<file path="src/ppm_pkg.sv">
package ppm_pkg;

  // ---------------------------------------------------------------
  // Register placement in configuration space
  // ---------------------------------------------------------------
  localparam logic [7:0] PM_CAP_BASE = 8'h34;
  localparam logic [7:0] PMCS_OFFSET = 8'h04;
  localparam logic [7:0] PMCS_ADDR = 8'h38;

  // ---------------------------------------------------------------
  // Field positions
  // ---------------------------------------------------------------
  localparam int WAKE_FLAG_BIT = 15;
  localparam int SCALE_LSB = 13;
  localparam int SCALE_MSB = 14;
  localparam int SELECT_LSB = 9;
  localparam int SELECT_MSB = 12;
  localparam int WAKE_EN_BIT = 8;
  localparam int STATE_LSB = 0;
  localparam int STATE_MSB = 1;

  // ---------------------------------------------------------------
  // Reset values and options
  // ---------------------------------------------------------------
  localparam logic [15:0] PMCS_RESET = 16'h0000;
  localparam logic [1:0] SCALE_RESET = 2'h0;
  localparam logic [3:0] SELECT_RESET = 4'h0;
  localparam logic HAS_DATA_REG = 1'b0;
  localparam logic D1_SUPPORTED = 1'b1;
  localparam logic D2_SUPPORTED = 1'b1;

  // ---------------------------------------------------------------
  // Power state encodings
  // ---------------------------------------------------------------
  typedef enum logic [1:0] {
    PPM_D0 = 2'h0,
    PPM_D1 = 2'h1,
    PPM_D2 = 2'h2,
    PPM_D3HOT = 2'h3
  } ppm_pstate_t;

  // Configuration access request from the PCI target logic
  typedef struct packed {
    logic read;
    logic write;
    logic [7:0] addr;
    logic [1:0] byteEn;
    logic [15:0] data;
  } ppm_cfg_req_t;

  // Read answer towards the PCI target logic
  typedef struct packed {
    logic valid;
    logic [15:0] data;
  } ppm_cfg_rsp_t;

endpackage

</file>
<file path="src/ppm_control_status.sv">
// Operation
// RULE1: 16-bit control/status register four bytes past capability base.
// RULE2: Wake event flag sets on every wake event, enable or not.
// RULE3: Writing one clears the wake flag and releases the wake pin.
// RULE4: Writing zero to the wake flag leaves it unchanged.
// RULE5: Wake flag zero after reset without cold wake, else sticky.
// RULE6: Wake enable gates the pin; zero without cold wake, else sticky.
// RULE7: Sticky bits start undefined with cold wake, else read zero.
// RULE8: Two-bit read-only data scale field, zero without data register.
// RULE9: Four-bit data select field, zero without data register.
// RULE10: Power state field reads current state; writes request new state.
// RULE11: Power state codes 00 D0, 01 D1, 10 D2, 11 D3hot.
// RULE12: Unsupported state writes complete but are discarded.
// RULE13: Host writes reserved bits 7 to 2 as zero.
// RULE14: Cold wake strap sampled at power-on; high means supported.
// RULE15: Sticky bits kept on auxiliary power-on reset, survive bus reset; this design clears them to zero on auxRst.
`timescale 1ns/1ps
`default_nettype none
module ppm_control_status
  import ppm_pkg::*;
(
  input wire logic sys_clk,
  input wire logic rst,
  input wire logic auxRst,
  input wire logic coldWakeStrap,
  input wire logic wakeRequest,
  input wire logic [1:0] dataScaleIn,
  input wire ppm_cfg_req_t cfgReq,
  output ppm_cfg_rsp_t cfgRsp,
  output ppm_pstate_t powerStateField,
  output logic powerStateChanged,
  output logic [3:0] dataSelect,
  output logic wakeEventFlag,
  output logic wakeAssertEnable,
  output logic coldWakeSupported,
  output logic wakePinOut,
  output logic wakePinOe
);

  // ---------------------------------------------------------------
  // Local state
  // ---------------------------------------------------------------
  typedef struct packed {
    ppm_pstate_t pstate;
    logic changed;
    logic [3:0] select;
    logic [1:0] scale;
    ppm_cfg_rsp_t rsp;
  } ppm_ctl_state_t;

  ppm_ctl_state_t st;
  ppm_ctl_state_t next_st;

  logic hit;
  logic writeLow;
  logic writeHigh;
  logic flagClear;
  logic enableWrite;
  logic stateOk;
  ppm_pstate_t reqState;
  logic [15:0] readWord;

  // ---------------------------------------------------------------
  // Address decode and write strobes
  // ---------------------------------------------------------------
  assign hit = (cfgReq.addr == PMCS_ADDR); // see RULE1
  assign writeLow = cfgReq.write && hit && cfgReq.byteEn[0];
  assign writeHigh = cfgReq.write && hit && cfgReq.byteEn[1];

  // Only a one in the flag position clears it
  assign flagClear = writeHigh && cfgReq.data[WAKE_FLAG_BIT]; // see RULE4
  assign enableWrite = writeHigh;

  assign reqState = ppm_pstate_t'(cfgReq.data[STATE_MSB:STATE_LSB]);

  // ---------------------------------------------------------------
  // Supported state check
  // ---------------------------------------------------------------
  always_comb begin
    case (reqState)
      PPM_D0: stateOk = 1'b1; // see RULE11
      PPM_D1: stateOk = D1_SUPPORTED;
      PPM_D2: stateOk = D2_SUPPORTED;
      PPM_D3HOT: stateOk = 1'b1;
      default: stateOk = 1'b0;
    endcase
  end

  // ---------------------------------------------------------------
  // Read word assembly
  // ---------------------------------------------------------------
  always_comb begin
    readWord = PMCS_RESET;
    readWord[WAKE_FLAG_BIT] = wakeEventFlag;
    readWord[SCALE_MSB:SCALE_LSB] = st.scale; // see RULE8
    readWord[SELECT_MSB:SELECT_LSB] = st.select; // see RULE9
    readWord[WAKE_EN_BIT] = wakeAssertEnable;
    // Reserved bits 7..2 always read zero, whatever the host wrote
    readWord[STATE_MSB:STATE_LSB] = st.pstate; // see RULE10
  end

  // ---------------------------------------------------------------
  // Next state
  // ---------------------------------------------------------------
  always_comb begin
    next_st = st;
    next_st.changed = 1'b0;
    next_st.rsp.valid = 1'b0;
    // Scale tracks the data logic; zero when no data register exists
    next_st.scale = HAS_DATA_REG ? dataScaleIn : SCALE_RESET; // see RULE8
    if (writeLow) begin
      // A refused state write still completes on the bus
      if (stateOk && (reqState != st.pstate)) begin
        next_st.pstate = reqState; // see RULE12
        next_st.changed = 1'b1;
      end
    end
    if (writeHigh && HAS_DATA_REG) begin
      next_st.select = cfgReq.data[SELECT_MSB:SELECT_LSB]; // see RULE9
    end
    if (cfgReq.read) begin
      next_st.rsp.valid = 1'b1;
      // Unmapped offsets answer with zero
      next_st.rsp.data = hit ? readWord : PMCS_RESET;
    end
  end

  always_ff @(posedge sys_clk) begin
    if (rst) begin
      st.pstate <= PPM_D0;
      st.changed <= 1'b0;
      st.select <= SELECT_RESET;
      st.scale <= SCALE_RESET;
      st.rsp <= '0;
    end else begin
      st <= next_st;
    end
  end

  // ---------------------------------------------------------------
  // Wake event logic on the aux domain
  // ---------------------------------------------------------------
  ppm_wake_unit wake (
    .sysClk(sys_clk),
    .rst(rst),
    .auxRst(auxRst),
    .coldWakeStrap(coldWakeStrap),
    .wakeRequest(wakeRequest),
    .enableWrite(enableWrite),
    .enableValue(cfgReq.data[WAKE_EN_BIT]),
    .flagClear(flagClear),
    .wakeEventFlag(wakeEventFlag),
    .wakeAssertEnable(wakeAssertEnable),
    .coldWakeSupported(coldWakeSupported),
    .wakePinOut(wakePinOut),
    .wakePinOe(wakePinOe)
  );

  assign cfgRsp = st.rsp;
  assign powerStateField = st.pstate;
  assign powerStateChanged = st.changed;
  assign dataSelect = st.select;

endmodule
`default_nettype wire

</file>
<file path="src/ppm_wake_unit.sv">
`timescale 1ns/1ps
`default_nettype none
module ppm_wake_unit
  import ppm_pkg::*;
(
  input wire logic sysClk,
  input wire logic rst,
  input wire logic auxRst,
  input wire logic coldWakeStrap,
  input wire logic wakeRequest,
  input wire logic enableWrite,
  input wire logic enableValue,
  input wire logic flagClear,
  output logic wakeEventFlag,
  output logic wakeAssertEnable,
  output logic coldWakeSupported,
  output logic wakePinOut,
  output logic wakePinOe
);

  typedef struct packed {
    logic strapDone;
    logic coldWake;
    logic flag;
    logic enable;
    logic pinOe;
  } ppm_wake_state_t;

  ppm_wake_state_t st;
  ppm_wake_state_t next_st;

  // ---------------------------------------------------------------
  // Next state
  // ---------------------------------------------------------------
  always_comb begin
    next_st = st;
    // Strap caught once after the aux reset is released
    if (!st.strapDone) begin
      next_st.strapDone = 1'b1;
      next_st.coldWake = coldWakeStrap; // see RULE14
    end
    if (flagClear) begin
      next_st.flag = 1'b0; // see RULE3
    end
    if (wakeRequest) begin
      next_st.flag = 1'b1; // see RULE2
    end
    if (enableWrite) begin
      next_st.enable = enableValue;
    end
    // Bus reset clears these only without cold wake support
    if (rst && !st.coldWake) begin
      next_st.flag = 1'b0; // see RULE5
      next_st.enable = 1'b0; // see RULE6
    end
    next_st.pinOe = next_st.flag && next_st.enable; // see RULE6
  end

  // Sticky bits live on the aux domain; defined zero at power-on
  always_ff @(posedge sysClk) begin
    if (auxRst) begin
      st <= '0; // see RULE15
    end else begin
      st <= next_st; // see RULE7
    end
  end

  assign wakeEventFlag = st.flag;
  assign wakeAssertEnable = st.enable;
  assign coldWakeSupported = st.coldWake;
  assign wakePinOe = st.pinOe;
  // Open drain: only ever pulls low
  assign wakePinOut = 1'b0;

endmodule
`default_nettype wire

</file>
<file path="config.mk">
export PLATFORM = sky130hd
export DESIGN_NAME = ppm_control_status
export DESIGN_NICKNAME = d
export VERILOG_FILES = /design/src/ppm_pkg.sv /design/src/ppm_control_status.sv /design/src/ppm_wake_unit.sv
export SDC_FILE = /design/constraint.sdc
export NUM_CORES = 1
export LEC_CHECK = 0
export ABC_AREA = 1
export BUFFER_PORTS_ARGS = -buffer_cell sky130_fd_sc_hd__buf_2
export CORE_MARGIN = 4
export CORE_UTILIZATION = 35
export CTS_CLUSTER_DIAMETER = 200
export DETAILED_ROUTE_END_ITERATION = 8
export PLACE_DENSITY = 0.86
export RECOVER_POWER = 50
export SETUP_SLACK_MARGIN = 0.05
export SYNTH_ARGS = -nofsm -noshare
export SYNTH_HDL_FRONTEND = slang
export SYNTH_SLANG_ARGS = --single-unit
export TNS_END_PERCENT = 10
</file>
<file path="constraint.sdc">
create_clock -name sys_clk -period 1.24 [get_ports sys_clk]
set_input_delay 0.124 -clock sys_clk [delete_from_list [all_inputs] [get_ports sys_clk]]
set_output_delay 0.124 -clock sys_clk [all_outputs]
set_load 0.01 [all_outputs]
</file>
Word level (Yosys, flattened, before mapping). Cells that the tools add are included.

Eq/ne operators: 5. Mux-type cells: 8. Bitwise logic cells: 1. Reduce and logical (&&, ||, !) cells: 12.

Operators with widths (number): $mux W17 (1); $mux W16 (1); $eq A8 B6 Y1 const B (1); $logic_and A1 B1 Y1 (7); $eq A2 B2 Y1 const B (2); $mux W1 (4); $reduce_or A4 Y1 (1); $mux W3 (1); $eq A2 B1 Y1 const B (1); $logic_not A2 Y1 (1); $mux W2 (1); $ne A2 B2 Y1 (1); $reduce_and A2 Y1 (1); $reduce_or A2 Y1 (1); $logic_not A1 Y1 (1); $not A1 Y1 (1).

Bits in registers: 27. Input bits: 35. Output and inout port bits: 29. Word-level logic and storage cells: 36.

Logic depth before layout (Yosys ltp).
Word-level depth: 8. Depth in mapped cells: 8. Depth with buffers taken out: 8.

Cells and area by module. Synthesis repeated with hierarchy kept, for this count alone.

Cells, all modules: 116. Area, all modules: 760.7 um2.

Modules (own cells, without submodules): ppm_control_status (instances 1, cells an instance 90, area an instance 568.0 um2, sequential area each 160.2 um2); ppm_wake_unit (instances 1, cells an instance 26, area an instance 192.7 um2, sequential area each 100.1 um2).

Least setup slack after synthesis. No wires, ideal clock.

Path type: input -> register. From: input port cfgReq[25] (netlist bit). To: register wake.st, in the netlist wake.wakeEventFlag. Setup time: 0.121 ns. Arrival: 0.785 ns. Required time: 1.119 ns. Path slack: 0.334 ns. Stages: 6. Path buffers: 0. Path through: nor2_2 nand2_2 nor2_4 nand4_1 a21oi_2 nor2_1.

Cells in the longest elaborated chain, start to end: 7.

Ends and longest elaborated chain: start: declaration (line ppm_control_status.sv:28) `input wire ppm_cfg_req_t cfgReq,`; $eq A8 B6 Y1 (line ppm_control_status.sv:66) `assign hit = (cfgReq.addr == PMCS_ADDR);`; $logic_and A1 B1 Y1 (2 in a row) (line ppm_control_status.sv:68) `assign writeHigh = cfgReq.write && hit && cfgReq.byteEn[1];`; $logic_and A1 B1 Y1 (line ppm_control_status.sv:71) `assign flagClear = writeHigh && cfgReq.data[WAKE_FLAG_BIT];`; $mux W1 (line ppm_wake_unit.sv:42) `if (flagClear) begin`; $mux W1 (line ppm_wake_unit.sv:45) `if (wakeRequest) begin`; $mux W2 (line ppm_wake_unit.sv:52) `if (rst && !st.coldWake) begin`; end signal: assignment (line ppm_wake_unit.sv:64) `st <= next_st;`; end: declaration (line ppm_wake_unit.sv:29) `ppm_wake_state_t st;`.

No other way between the ends. A chain may end at the register's enable or synchronous reset.

Final worst setup path.
From: input port cfgReq[25] (netlist bit). To: register st, in the netlist powerStateField[1].

Cells in the longest elaborated chain, start to end: 4.

Ends and longest elaborated chain: $eq A8 B6 Y1 (line ppm_control_status.sv:66); $logic_and A1 B1 Y1 (2 in a row) (line ppm_control_status.sv:67) `assign writeLow = cfgReq.write && hit && cfgReq.byteEn[0];`; $reduce_and A2 Y1 (no source line); end signal: assignment (line ppm_control_status.sv:136) `st <= next_st;`; end: declaration (line ppm_control_status.sv:51) `ppm_ctl_state_t st;`.

No other way between the ends.

==> out/metrics.csv <==
stage,metric,value,unit
route,average wire per cell in the routed design,10.0,um
placed_design,PortBufs,32,
sta,shortest clock period the worst path allows after layout,1.02,ns
route,total length of routed wires,1450,um
worst_setup_path,type of the worst setup path,input port to flip-flop,
worst_setup_path,CP Launch Type,input port,
final_layout,layout overhead on the synthesized area,21.0,%
placed_design,Final HPWL DP,1210,um
global_route,global route overflow,0,
floorplanning,row count,15,
clocking,worst skew pair latency,0.27,ns
power_and_ir_drop,VDD IR-drop max,0.000635,V
clocking,# Post-CTS Setup Buffers,0,
worst_setup_path,Worst EP arrival,1.19,ns
clocking,TritonCTS buffer count,3,
clocking,largest buffer count on any clock path,2,
worst_setup_path,capturing element type of the critical path,flip-flop,
sta,share of the clock period used by the worst path,82.2,%
sta,setup repair after global routing missed its margin,false,
route,post-detailed-route DRC marker count,0,
floorplanning,Die X,51.7,um
floorplanning,starting density of the core,37.9,%
clocking,depth of the CTS H-tree,1,
worst_setup_path,critical path's most frequent cell,sky130_fd_sc_hd__nor2_1,
final_layout,final-stage net count,155,
global_route,via count of the first global-routing pass,537,
floorplanning,Std-Cell Core Area,0.00176,sq mm
min_path,Min-Delay Path Class,input port to flip-flop,
clocking,CTS tree,done,
power_and_ir_drop,Cell Pwr Density,1000,mW/mm^2
floorplanning,num ports,64,
worst_setup_path,slowest cell on the critical path,sky130_fd_sc_hd__nor2_1,
floorplanning,Die Area,0.00267,sq mm
route,number of nets with antenna violations after routing,0,
worst_setup_path,largest stage delay on the critical path,0.36,ns
sta,maximum frequency from static timing analysis,0.981,GHz
logic_synthesis,sequential element share of the synthesized area,39.0,%
placed_design,Placement Setup Slack,0.164,ns
route,number of vias after detailed routing,608,
worst_setup_path,data required time of the critical path,1.41,ns
logic_synthesis,"Cell Area, Synth",668,sq um
global_route,initial antenna violation count,0,
sta,clock skew,0.000281,ns
route,DR iter-0 viols,1,
route,first drt pass iteration count,4,
clocking,post-CTS clock slew at the launch and capture registers of the worst setup and hold paths,0.07,ns
worst_setup_path,r2r setup slk,0.35,ns
outcome,status,"finished, final reports clean",
worst_setup_path,crit path max fanout,7,
job,MaxCap Viol Count,0,
clocking,count of hold buffers inserted by post-cts repair,0,
clocking,Resized Gates After CTS,0,
power_and_ir_drop,leakage power figure,0.416,nW
global_route,total global routing track utilization,10.5,%
global_route,pin count of the biggest net entering global routing,10,
sta,Post-Route Setup TNS,0,ns
logic_synthesis,total of flip-flops plus latches after synthesis,13,
final_layout,layout cells sized above 1,31.1,%
sta,endpoints failing hold,0,
min_path,startpoint of the most critical hold path,wakeRequest,
logic_synthesis,count of unique library cells instantiated by Yosys,20,
global_route,wire length of the first global-routing pass,2030,um
clocking,# clock sinks,13,
floorplanning,Die Y-Extent,51.7,um
sta,post-layout worst setup margin,0.221,ns
final_layout,Post-Route Utilization,45.8,%
sta,number of pins exceeding their max-slew limit in the final report,0,
sta,setup-violating endpoint count in the final report,0,
logic_synthesis,Gate Count Post-Synth,83,
worst_setup_path,Worst setup startpoint,cfgReq[25],
placed_design,RePlAce Congestion,0.749,
worst_setup_path,Reg2Reg Launch Point,wake.coldWakeSupported$_SDFFE_PP0N_,
clocking,CTS Root Cell,sky130_fd_sc_hd__clkbuf_4,
logic_synthesis,synth warn,0,
worst_setup_path,crit path cell chain,"buf_2, nor2_1, nand2_2, nor2_1, nand3_1, nor2_1, nor3_1",
final_layout,antenna diode instance count,0,
route,detail-routed via count per cell,4.22,
logic_synthesis,average cell area after synthesis,8.05,sq um
## layer usage
layer | share of wire [%] | track usage, %
met1 | 32 | 8.29
met3 | 13 | 7.16
met5 | 0 | 0
met2 | 55 | 20.6
met4 | 0 | 2.62
## path summary, 6_finish.rpt
kind | to | depth (start not counted)
max | powerStateField[1]$_SDFFE_PP0P_ | 7
min | wake.wakePinOe$_SDFF_PP0_ | 3
max reg2reg | wake.wakePinOe$_SDFF_PP0_ | 4
min reg2reg | wake.coldWakeSupported$_SDFFE_PP0N_ | 1
## cell families (layout without fill, tap and decap cells)
family	Yosys count	after routing	share of synthesized area, %
buf+inv	28	48	25.3
compound gates	15	15	13.3
xor+xnor	2	2	2.62
flops	13	13	39.0
simple gates	24	24	19.3
other cells	1	17	0.561
## flip-flops by register name, summed over array words and instances (netlist names)
register,flops
wake.st,1
wake.wakeAssertEnable,1
powerStateChanged,1
wake.wakePinOe,1
powerStateField,2
wake.wakeEventFlag,1
cfgRsp,5
wake.coldWakeSupported,1
## per-stage QoR
stage / hold slack, ns / cell area, sq um / std cells / total power, mW
after global placement: 0.299 / 796 / 139 / 0.562
final: 0.0751 / 808 / 144 / 0.808
after CTS: 0.00521 / 822 / 143 / 0.820
after detailed placement: 0.305 / 796 / 139 / 0.566
after global routing: 0.0688 / 808 / 144 / 0.858
after floorplan: 0.196 / 728 / 99 / 0.549
## worst max-delay path: cells and delay by family
kind,cells,cell delay (ns)
buf+inv,1,0.10
simple gates,6,0.98
## cells in the mapped netlist
cell type / instances / share of area, %
sky130_fd_sc_hd__nand4_1: 2 / 1.9
sky130_fd_sc_hd__inv_1: 9 / 5.1
sky130_fd_sc_hd__inv_2: 1 / 0.56
sky130_fd_sc_hd__dfxtp_1: 13 / 39
sky130_fd_sc_hd__nor3_1: 2 / 1.5
sky130_fd_sc_hd__a211oi_2: 1 / 1.9
sky130_fd_sc_hd__nand2_1: 7 / 3.9
sky130_fd_sc_hd__a21oi_2: 1 / 1.3
sky130_fd_sc_hd__xnor2_1: 2 / 2.6
sky130_fd_sc_hd__nand3_2: 3 / 4.5
sky130_fd_sc_hd__clkbuf_1: 1 / 0.56
sky130_fd_sc_hd__nand2_2: 1 / 0.94
sky130_fd_sc_hd__nor2_2: 1 / 0.94
sky130_fd_sc_hd__nor2_4: 1 / 1.7
sky130_fd_sc_hd__a31oi_1: 2 / 1.9
sky130_fd_sc_hd__a21oi_1: 5 / 3.7
sky130_fd_sc_hd__conb_1: 1 / 0.56
sky130_fd_sc_hd__buf_4: 17 / 19
sky130_fd_sc_hd__o21ai_0: 6 / 4.5
sky130_fd_sc_hd__nor2_1: 7 / 3.9
## layout by cell type, fill, tap and decap left out, drive strengths merged
master	n
a211oi	1
a21oi	6
a31oi	2
buf	28
clkbuf	9
conb	17
dfxtp	13
dlygate4sd3	1
inv	10
nand2	8
nand3	3
nand4	2
nor2	9
nor3	2
o21ai	6
xnor2	2
## final cells by class
type                       instances  area, sq um
clock buffer                       4         26.3
fill                             193          956
inverter                          10         37.5
multi-input combinational         58          284
sequential                        13          260
tap                               25         31.3
timing repair buffer              34          169
## report_power, final
group	internal, mW	leakage [nW]	switching, mW
Sequential	0.431	0.107	0.00747
Combinational	0.0449	0.294	0.0732
Clock	0.125	0.0150	0.126
Total	0.601	0.416	0.207
(Power assumes the default switching activity.)
